### src/hdl/inertial_defines.svh
`ifndef INERTIAL_DEFINES_SVH
`define INERTIAL_DEFINES_SVH

// Register offsets (byte address of the low byte)
`define OFS_X_ROTATION_RATE 8'h04
`define OFS_Y_ROTATION_RATE 8'h06
`define OFS_Z_ROTATION_RATE 8'h08
`define OFS_X_LINEAR_ACCEL 8'h0a
`define OFS_Y_LINEAR_ACCEL 8'h0c
`define OFS_Z_LINEAR_ACCEL 8'h0e
`define OFS_INTERNAL_TEMPERATURE 8'h18
`define OFS_DIAGNOSTIC_FLAGS 8'h3c

// Link framing
`define WORD_BITS 16
`define BIT_CNT_W 4
`define BIT_CNT_LAST 4'hf
`define CMD_WRITE_BIT 15
`define CMD_ADDR_HI 14
`define CMD_ADDR_LO 8
`define BURST_COMMAND 16'h3e00
`define BURST_WORDS 4'h8
`define BURST_IDX_W 4
`define READ_ZERO 16'h0000
`define TEMP_PAD 4'h0

// Pin synchroniser
`define SYNC_PINS 3

// Sample timing: rate in tenths of samples per second, clock in Hz
`define CLK_HZ 64'd250000000
`define ODR_SPS_X10 64'd8192
`define TENTHS 64'd10
`define SAMPLE_CNT_W 20

`endif

### src/hdl/inertial_pkg.sv
package inertial_pkg;

	// One complete, coherent set of sensor words
	typedef struct packed {
		logic [15:0] rate_x;
		logic [15:0] rate_y;
		logic [15:0] rate_z;
		logic [15:0] accel_x;
		logic [15:0] accel_y;
		logic [15:0] accel_z;
		logic [11:0] temperature;
	} sensor_sample_type;

	// Host link input pins
	typedef struct packed {
		logic cs_n;
		logic sclk;
		logic mosi;
	} link_pins_type;

	typedef enum logic [0:0] {
		mode_single = 1'b0,
		mode_burst = 1'b1
	} frame_mode_type;

endpackage

### src/hdl/pin_sync.sv
`timescale 1ns/100ps
`default_nettype none
`include "inertial_defines.svh"

module pin_sync (
	// Clock and reset
	input wire logic clk,
	input wire logic resetn,
	input wire logic clk_en,
	// Pins
	input wire inertial_pkg::link_pins_type pins_async,
	output inertial_pkg::link_pins_type pins_sync
);

	logic [`SYNC_PINS-1:0] stage1_reg;
	logic [`SYNC_PINS-1:0] stage2_reg;
	logic [`SYNC_PINS-1:0] stage1_next;
	logic [`SYNC_PINS-1:0] stage2_next;
	logic [`SYNC_PINS-1:0] raw;

	assign raw = pins_async;

	genvar i;
	generate
		for (i = 0; i < `SYNC_PINS; i++) begin : g_bit
			always_comb begin
				stage1_next[i] = clk_en ? raw[i] : stage1_reg[i];
				stage2_next[i] = clk_en ? stage1_reg[i] : stage2_reg[i];
			end
			// Reset loads every stage high, the idle level of cs_n and sclk
			always_ff @(posedge clk or negedge resetn) begin
				if (!resetn) begin
					stage1_reg[i] <= 1'b1;
					stage2_reg[i] <= 1'b1;
				end else begin
					stage1_reg[i] <= stage1_next[i];
					stage2_reg[i] <= stage2_next[i];
				end
			end
		end
	endgenerate

	assign pins_sync = stage2_reg;

endmodule // pin_sync

`default_nettype wire

### src/hdl/inertial_output_data_registers.sv
// Overview of operation
// - Each sensor owns its own readable register
// - X rate: 16-bit signed at 0x04
// - Y rate: 16-bit signed at 0x06
// - Z rate: 16-bit signed at 0x08
// - Rates pass core scaling unchanged, zero is 0
// - X accel: 16-bit signed at 0x0a
// - Y accel: 16-bit signed at 0x0c
// - Z accel: 16-bit signed at 0x0e
// - Temperature 12-bit signed in low bits, 0x18
// - Self-timed refresh at 819.2 samples per second
// - Address word, contents returned next word
// - Command 0x3e00 streams eight words in order
`timescale 1ns/100ps
`default_nettype none
`include "inertial_defines.svh"

module inertial_output_data_registers #(
	parameter int sample_cycles = int'((`CLK_HZ * `TENTHS) / `ODR_SPS_X10)
) (
	// Clock, reset, enable
	input wire logic clk,
	input wire logic resetn,
	input wire logic clk_en,
	// Sensor core side
	input wire inertial_pkg::sensor_sample_type core_sample,
	input wire logic [15:0] diagnostic_flags,
	output logic sample_tick,
	// Host link pins
	input wire inertial_pkg::link_pins_type link_pins,
	output logic miso_out,
	output logic miso_oe
);

	// ------------------------------------------------------------
	// Pin synchronisation
	// ------------------------------------------------------------
	inertial_pkg::link_pins_type pins;

	pin_sync u_pin_sync (
		.clk(clk),
		.resetn(resetn),
		.clk_en(clk_en),
		.pins_async(link_pins),
		.pins_sync(pins)
	);

	// ------------------------------------------------------------
	// Sample timer and snapshot
	// ------------------------------------------------------------
	localparam logic [`SAMPLE_CNT_W-1:0] sample_last = `SAMPLE_CNT_W'(sample_cycles - 1);

	logic [`SAMPLE_CNT_W-1:0] sample_cnt_reg;
	logic [`SAMPLE_CNT_W-1:0] sample_cnt_next;
	logic sample_tick_reg;
	logic sample_tick_next;
	inertial_pkg::sensor_sample_type snap_reg;
	inertial_pkg::sensor_sample_type snap_next;

	always_comb begin
		sample_cnt_next = sample_cnt_reg;
		sample_tick_next = 1'b0;
		snap_next = snap_reg;
		if (sample_cnt_reg == sample_last) begin
			sample_cnt_next = '0;
			sample_tick_next = 1'b1;
			snap_next = core_sample;
		end else begin
			sample_cnt_next = sample_cnt_reg + 1'b1;
		end
	end

	always_ff @(posedge clk or negedge resetn) begin
		if (!resetn) begin
			sample_cnt_reg <= '0;
			sample_tick_reg <= 1'b0;
			snap_reg <= '0;
		end else if (clk_en) begin
			sample_cnt_reg <= sample_cnt_next;
			sample_tick_reg <= sample_tick_next;
			snap_reg <= snap_next;
		end
	end

	assign sample_tick = sample_tick_reg;

	// ------------------------------------------------------------
	// Register read map
	// ------------------------------------------------------------
	logic [15:0] burst_words [0:7];
	logic [15:0] temp_word;
	logic [15:0] rx_word;
	logic [7:0] rd_offset;
	logic [15:0] rd_data;

	assign temp_word = {`TEMP_PAD, snap_reg.temperature};

	// Burst order: status, three rates, three accelerations, temperature
	assign burst_words[0] = diagnostic_flags;
	assign burst_words[1] = snap_reg.rate_x;
	assign burst_words[2] = snap_reg.rate_y;
	assign burst_words[3] = snap_reg.rate_z;
	assign burst_words[4] = snap_reg.accel_x;
	assign burst_words[5] = snap_reg.accel_y;
	assign burst_words[6] = snap_reg.accel_z;
	assign burst_words[7] = temp_word;

	always_comb begin
		rd_offset = {1'b0, rx_word[`CMD_ADDR_HI:`CMD_ADDR_LO]};
		unique case (rd_offset)
			`OFS_X_ROTATION_RATE: rd_data = snap_reg.rate_x;
			`OFS_Y_ROTATION_RATE: rd_data = snap_reg.rate_y;
			`OFS_Z_ROTATION_RATE: rd_data = snap_reg.rate_z;
			`OFS_X_LINEAR_ACCEL: rd_data = snap_reg.accel_x;
			`OFS_Y_LINEAR_ACCEL: rd_data = snap_reg.accel_y;
			`OFS_Z_LINEAR_ACCEL: rd_data = snap_reg.accel_z;
			`OFS_INTERNAL_TEMPERATURE: rd_data = temp_word;
			`OFS_DIAGNOSTIC_FLAGS: rd_data = diagnostic_flags;
			default: rd_data = `READ_ZERO;
		endcase
	end

	// ------------------------------------------------------------
	// Serial link, clock idles high, sample on rise, change on fall
	// ------------------------------------------------------------
	logic sclk_prev_reg;
	logic sclk_prev_next;
	logic cs_prev_reg;
	logic cs_prev_next;
	logic [`BIT_CNT_W-1:0] bit_cnt_reg;
	logic [`BIT_CNT_W-1:0] bit_cnt_next;
	logic [15:0] rx_reg;
	logic [15:0] rx_next;
	logic [15:0] tx_reg;
	logic [15:0] tx_next;
	inertial_pkg::frame_mode_type mode_reg;
	inertial_pkg::frame_mode_type mode_next;
	logic [`BURST_IDX_W-1:0] burst_idx_reg;
	logic [`BURST_IDX_W-1:0] burst_idx_next;
	logic miso_reg;
	logic miso_next;
	logic oe_reg;
	logic oe_next;
	logic sclk_rise;
	logic sclk_fall;
	logic selected;
	logic cs_fall;

	assign selected = !pins.cs_n;
	assign cs_fall = cs_prev_reg && !pins.cs_n;
	assign sclk_rise = selected && !sclk_prev_reg && pins.sclk;
	assign sclk_fall = selected && sclk_prev_reg && !pins.sclk;
	assign rx_word = {rx_reg[14:0], pins.mosi};

	always_comb begin
		sclk_prev_next = pins.sclk;
		cs_prev_next = pins.cs_n;
		bit_cnt_next = bit_cnt_reg;
		rx_next = rx_reg;
		tx_next = tx_reg;
		mode_next = mode_reg;
		burst_idx_next = burst_idx_reg;
		miso_next = miso_reg;
		oe_next = selected;
		if (!selected) begin
			// Deselect aborts a partial word and ends any burst
			bit_cnt_next = '0;
			mode_next = inertial_pkg::mode_single;
		end else begin
			if (cs_fall) begin
				miso_next = tx_reg[`WORD_BITS-1];
			end
			// A zero count at a fall starts a new word, so its top bit goes out
			if (sclk_fall) begin
				miso_next = tx_reg[`BIT_CNT_LAST - bit_cnt_reg];
			end
			if (sclk_rise) begin
				rx_next = rx_word;
				bit_cnt_next = bit_cnt_reg + 1'b1;
				if (bit_cnt_reg == `BIT_CNT_LAST) begin
					// Whole word loaded at once at the word boundary
					if (mode_reg == inertial_pkg::mode_burst) begin
						if (burst_idx_reg == `BURST_WORDS) begin
							mode_next = inertial_pkg::mode_single;
							tx_next = `READ_ZERO;
						end else begin
							tx_next = burst_words[burst_idx_reg[2:0]];
							burst_idx_next = burst_idx_reg + 1'b1;
						end
					end else if (rx_word == `BURST_COMMAND) begin
						mode_next = inertial_pkg::mode_burst;
						tx_next = burst_words[0];
						burst_idx_next = `BURST_IDX_W'(1);
					end else if (rx_word[`CMD_WRITE_BIT]) begin
						tx_next = `READ_ZERO;
					end else begin
						tx_next = rd_data;
					end
				end
			end
		end
	end

	always_ff @(posedge clk or negedge resetn) begin
		if (!resetn) begin
			sclk_prev_reg <= 1'b1;
			cs_prev_reg <= 1'b1;
			bit_cnt_reg <= '0;
			rx_reg <= '0;
			tx_reg <= '0;
			mode_reg <= inertial_pkg::mode_single;
			burst_idx_reg <= '0;
			miso_reg <= 1'b0;
			oe_reg <= 1'b0;
		end else if (clk_en) begin
			sclk_prev_reg <= sclk_prev_next;
			cs_prev_reg <= cs_prev_next;
			bit_cnt_reg <= bit_cnt_next;
			rx_reg <= rx_next;
			tx_reg <= tx_next;
			mode_reg <= mode_next;
			burst_idx_reg <= burst_idx_next;
			miso_reg <= miso_next;
			oe_reg <= oe_next;
		end
	end

	assign miso_out = miso_reg;
	assign miso_oe = oe_reg;

endmodule // inertial_output_data_registers

`default_nettype wire

### config.mk
export PLATFORM = sky130hd
export DESIGN_NAME = inertial_output_data_registers
export DESIGN_NICKNAME = d
export VERILOG_FILES = /design/src/hdl/inertial_pkg.sv /design/src/hdl/pin_sync.sv /design/src/hdl/inertial_output_data_registers.sv
export VERILOG_INCLUDE_DIRS = /design/src /design/src/hdl
export SDC_FILE = /design/constraint.sdc
export NUM_CORES = 1
export LEC_CHECK = 0
export ABC_AREA = 1
export CAP_MARGIN = 20
export CELL_PAD_IN_SITES_DETAIL_PLACEMENT = 0
export CELL_PAD_IN_SITES_GLOBAL_PLACEMENT = 1
export CORE_MARGIN = 4
export CORE_UTILIZATION = 40
export CTS_CLUSTER_SIZE = 16
export DETAILED_ROUTE_END_ITERATION = 10
export DONT_BUFFER_PORTS = 1
export PLACE_DENSITY = 0.76
export SLEW_MARGIN = 15
export SYNTH_ARGS = -nofsm -noshare
export SYNTH_HDL_FRONTEND = slang
export SYNTH_SLANG_ARGS = --single-unit
### constraint.sdc
create_clock -name clk -period 2.1 [get_ports clk]
set_clock_uncertainty 0.05 [all_clocks]
set_input_delay 0.21 -clock clk [delete_from_list [all_inputs] [get_ports clk]]
set_output_delay 0.21 -clock clk [all_outputs]
set_load 0.01 [all_outputs]
==> impl_metrics.yaml <==
cts:
  clk_pin_slew_worst_paths_ns: 0.08
  clock_sinks: 179
  cts_hold_buf: 118
  cts_max_path_buffers: 2
  post_cts_buffers: 0
  clockRootBuffer: "clkbuf_16"
  cts_buffers: 17
  cts_tree: "yes"
  clk-insertion-delay-late_ns: 0.45
  htree_levels: 4
synth:
  ys_top_cells_by_area: "dfrtp_1 41%, nand2_1 18%, nand3_1 12%, inv_1 5.6%, nor2_1 4.8%"
  seq_area_frac_synth_pct: 43.08
  synth_top_area_share_pct: 41.06
  synthFlopType: "dfrtp_1"
  yosysUniqueCellTypes: 36
  synthCells: 1518
  ys_top_cells_by_count: "494 x nand2_1, 253 x nand3_1, 171 x dfrtp_1"
  synth_top_cell_by_area: "dfrtp_1"
  yosysWarningCount: 0
  synth_edf_count: 0
  synth.most_common_cell: "nand2_1"
  ys_ff_latch: 179
  avgSynthCellArea_um2: 6.865
  async_reset_ff_share_pct: 100.0
  syn_area_um2: 10420
  synth_nets: 1653
timing:
  grt_setup_unrepaired: "false"
  holdWs_ns: -0.6018
  setup_viol: 0
  setup-tns-final_ns: 0
  hold_viol: 179
  worst_pin_slew_ns: 0.5388
  relSlewSlack_pct: 64.08
  final_max_slew_viol_count: 0
  fmax_mhz: 533.5
  fin_crit_sh_pct: 89.27
  min_period_ns: 1.875
worst_setup_path:
  critPathMaxFanout: 60
  slowest_stage: "dfrtp_1"
  critical-path-top-delay-family: "buffers and inverters"
  worst_setup_path_start_kind: "flip-flop"
  startpoint: "sample_cnt_reg[0]$_DFFE_PN0P_"
  r2r_cells: 9
  crit_chain: "inv_1 > ha_1 > nand2_1 > nor2_1 > nand4_1 > inv_6 > buf_12 > nand2_1 > o21ai_1"
  cp_num_buf_inv: 3
  cpPeakStageDelay_ns: 0.41
  timing.critical_path.mode_cell: "nand2_1"
  endpoint_kind: "flip-flop"
  rr_endpoint: "burst_words[62]$_DFFE_PN0P_"
  crit_path_end: "burst_words[62]$_DFFE_PN0P_"
  r2r_slack_ns: 0.23
  cp.depth: 9
  cp.required_ns: 2.43
  arrival_ns: 2.20
  worstSetupPathType: "reg2reg"
  rr_startpoint: "sample_cnt_reg[0]$_DFFE_PN0P_"
global_routing:
  grt-ovfl-total: 0
  grt_max_degree: 180
  grt_pass1_vias: 10340
  grt_pass1_wl_um: 56880
  grtUsageTotal_pct: 25.24
  antenna_found_initial: 0
power_and_ir_drop:
  switching_share_pct: 34.65
  ir_drop_mv: 0.5824
  p_int_w: 0.006429
  p_seq_share_pct: 39.2
  p_switching_w: 0.003408
  leakagePower_nw: 6.332
  pwr_density_cell_nw_per_um2: 772.6
  finalPower_w: 0.009838
  p_comb_share_pct: 26.0
  pwr-share-clk_pct: 34.8
final_layout:
  largest_register_ffs: 108
  diodes: 0
  nets: 1764
  final_cells: 1972
  layout-drive-gt1-share_pct: 7.186
  fin_area_um2: 12730
  final_util_pct: 50.13
  area_growth_pct: 22.19
routing:
  drc: 0
  post_drt_wl_per_cell_um: 18.00
  drt-initial-drc-count: 761
  ant_nets: 0
  num_vias: 10380
  totalWireLength_um: 35500
  routed_via_density: 5.266
  first_pass_iters: 6
die:
  rows: 58
  die_width_um: 169.4
  initial_core_util_pct: 41.03
  die_y_um: 169.4
  dieArea_um2: 28700
  pin_count: 133
  core_region_area_um2: 25400
flow_run:
  cap_violations: 0
outcome:
  failed_checks: "hold timing"
  run_status: "finished, violations left"
place:
  place_area_um2: 10940
  globalplace.congestion: 0.9432
  place_inst: 1822
  portBuffers: 0
  hpwlAfterDp_um: 24700
hold_path:
  hold_class: "in2async"
power groups by stage:
stage | Clock, W | Sequential (W) | Combinational (W)
2_1_floorplan | 0 | 0.00389 | 0.00156
3_5_place_dp | 0 | 0.00392 | 0.00234
5_1_grt | 0.00361 | 0.00389 | 0.00280
3_3_place_gp | 0 | 0.00392 | 0.00232
4_1_cts | 0.00347 | 0.00386 | 0.00254
6_report | 0.00342 | 0.00386 | 0.00256
cells in the final DEF (no fill, tap or decap), types with 5 or more instances in the layout:
cell type / instances
a21oi_1: 21
buf_12: 11
buf_4: 47
clkbuf_16: 17
dfrtp_1: 170
dfstp_2: 8
dlygate4sd3_1: 117
ha_1: 5
inv_1: 155
inv_6: 7
nand2_1: 494
nand3_1: 253
nand4_1: 5
nor2_1: 132
nor2_2: 6
nor3_1: 17
nor4_1: 5
o21ai_0: 64
o21ai_1: 61
xor2_1: 11
per-layer routing:
layer  global-route usage [%]  vias to the layer above  share of wire, %
li1                         -                     5051                 -
met1                    34.15                     4859                44
met2                    39.84                      381                46
met3                    4.519                       93               6.5
met4                    11.10                        0               4.3
met5                        0                        -                 0
final cells by class:
cell class,count,area [µm²]
clock inverters,15,180.2
fillers,2594,12670
repair buffers,176,1757
well taps,330,412.9
multi-input cells,1093,4855
flip-flops and latches,179,4491
inverters,162,613.1
clock buffers,17,425.4
timing repair:
item	4_1_cts	5_1_grt
hold endpoints to repair	306	179
resized for setup	0	1
setup endpoints to repair	0	6
per-stage QoR:
stage	hold WS (ns)	worst slack, ns
finish	-0.6018	0.2254
global route	-0.6178	0.03256
CTS	-0.6077	0.02181
detailed placement	-0.1282	0.2480
global placement	-0.1273	0.2939
floorplan	-0.1356	0.1925
kinds of logic (layout without fill, tap and decap cells):
family / Yosys count / count (layout) / synth area share, %
flops: 179 / 179 / 43.08
fa+ha+maj: 5 / 5 / 0.6003
compound gates: 152 / 152 / 7.492
xor+xnor: 11 / 11 / 0.9245
buf+inv: 246 / 370 / 10.36
mux: 1 / 1 / 0.09605
simple gates: 924 / 924 / 37.45
worst min-delay path by stage:
| stage | cells past startpoint | from | end |
|---|---|---|---|
| 4_1_cts | 0 | resetn | burst_words[33]$_DFFE_PN0P_ |
| 2_1_floorplan | 0 | resetn | bit_cnt_reg[0]$_DFFE_PN0P_ |
| 5_1_grt | 0 | resetn | burst_words[33]$_DFFE_PN0P_ |
| 3_5_place_dp | 0 | resetn | burst_words[65]$_DFFE_PN0P_ |
| 6_report | 0 | resetn | burst_words[33]$_DFFE_PN0P_ |
| 3_3_place_gp | 0 | resetn | burst_words[33]$_DFFE_PN0P_ |
Note: power is estimated with default switching activity, not from simulation.
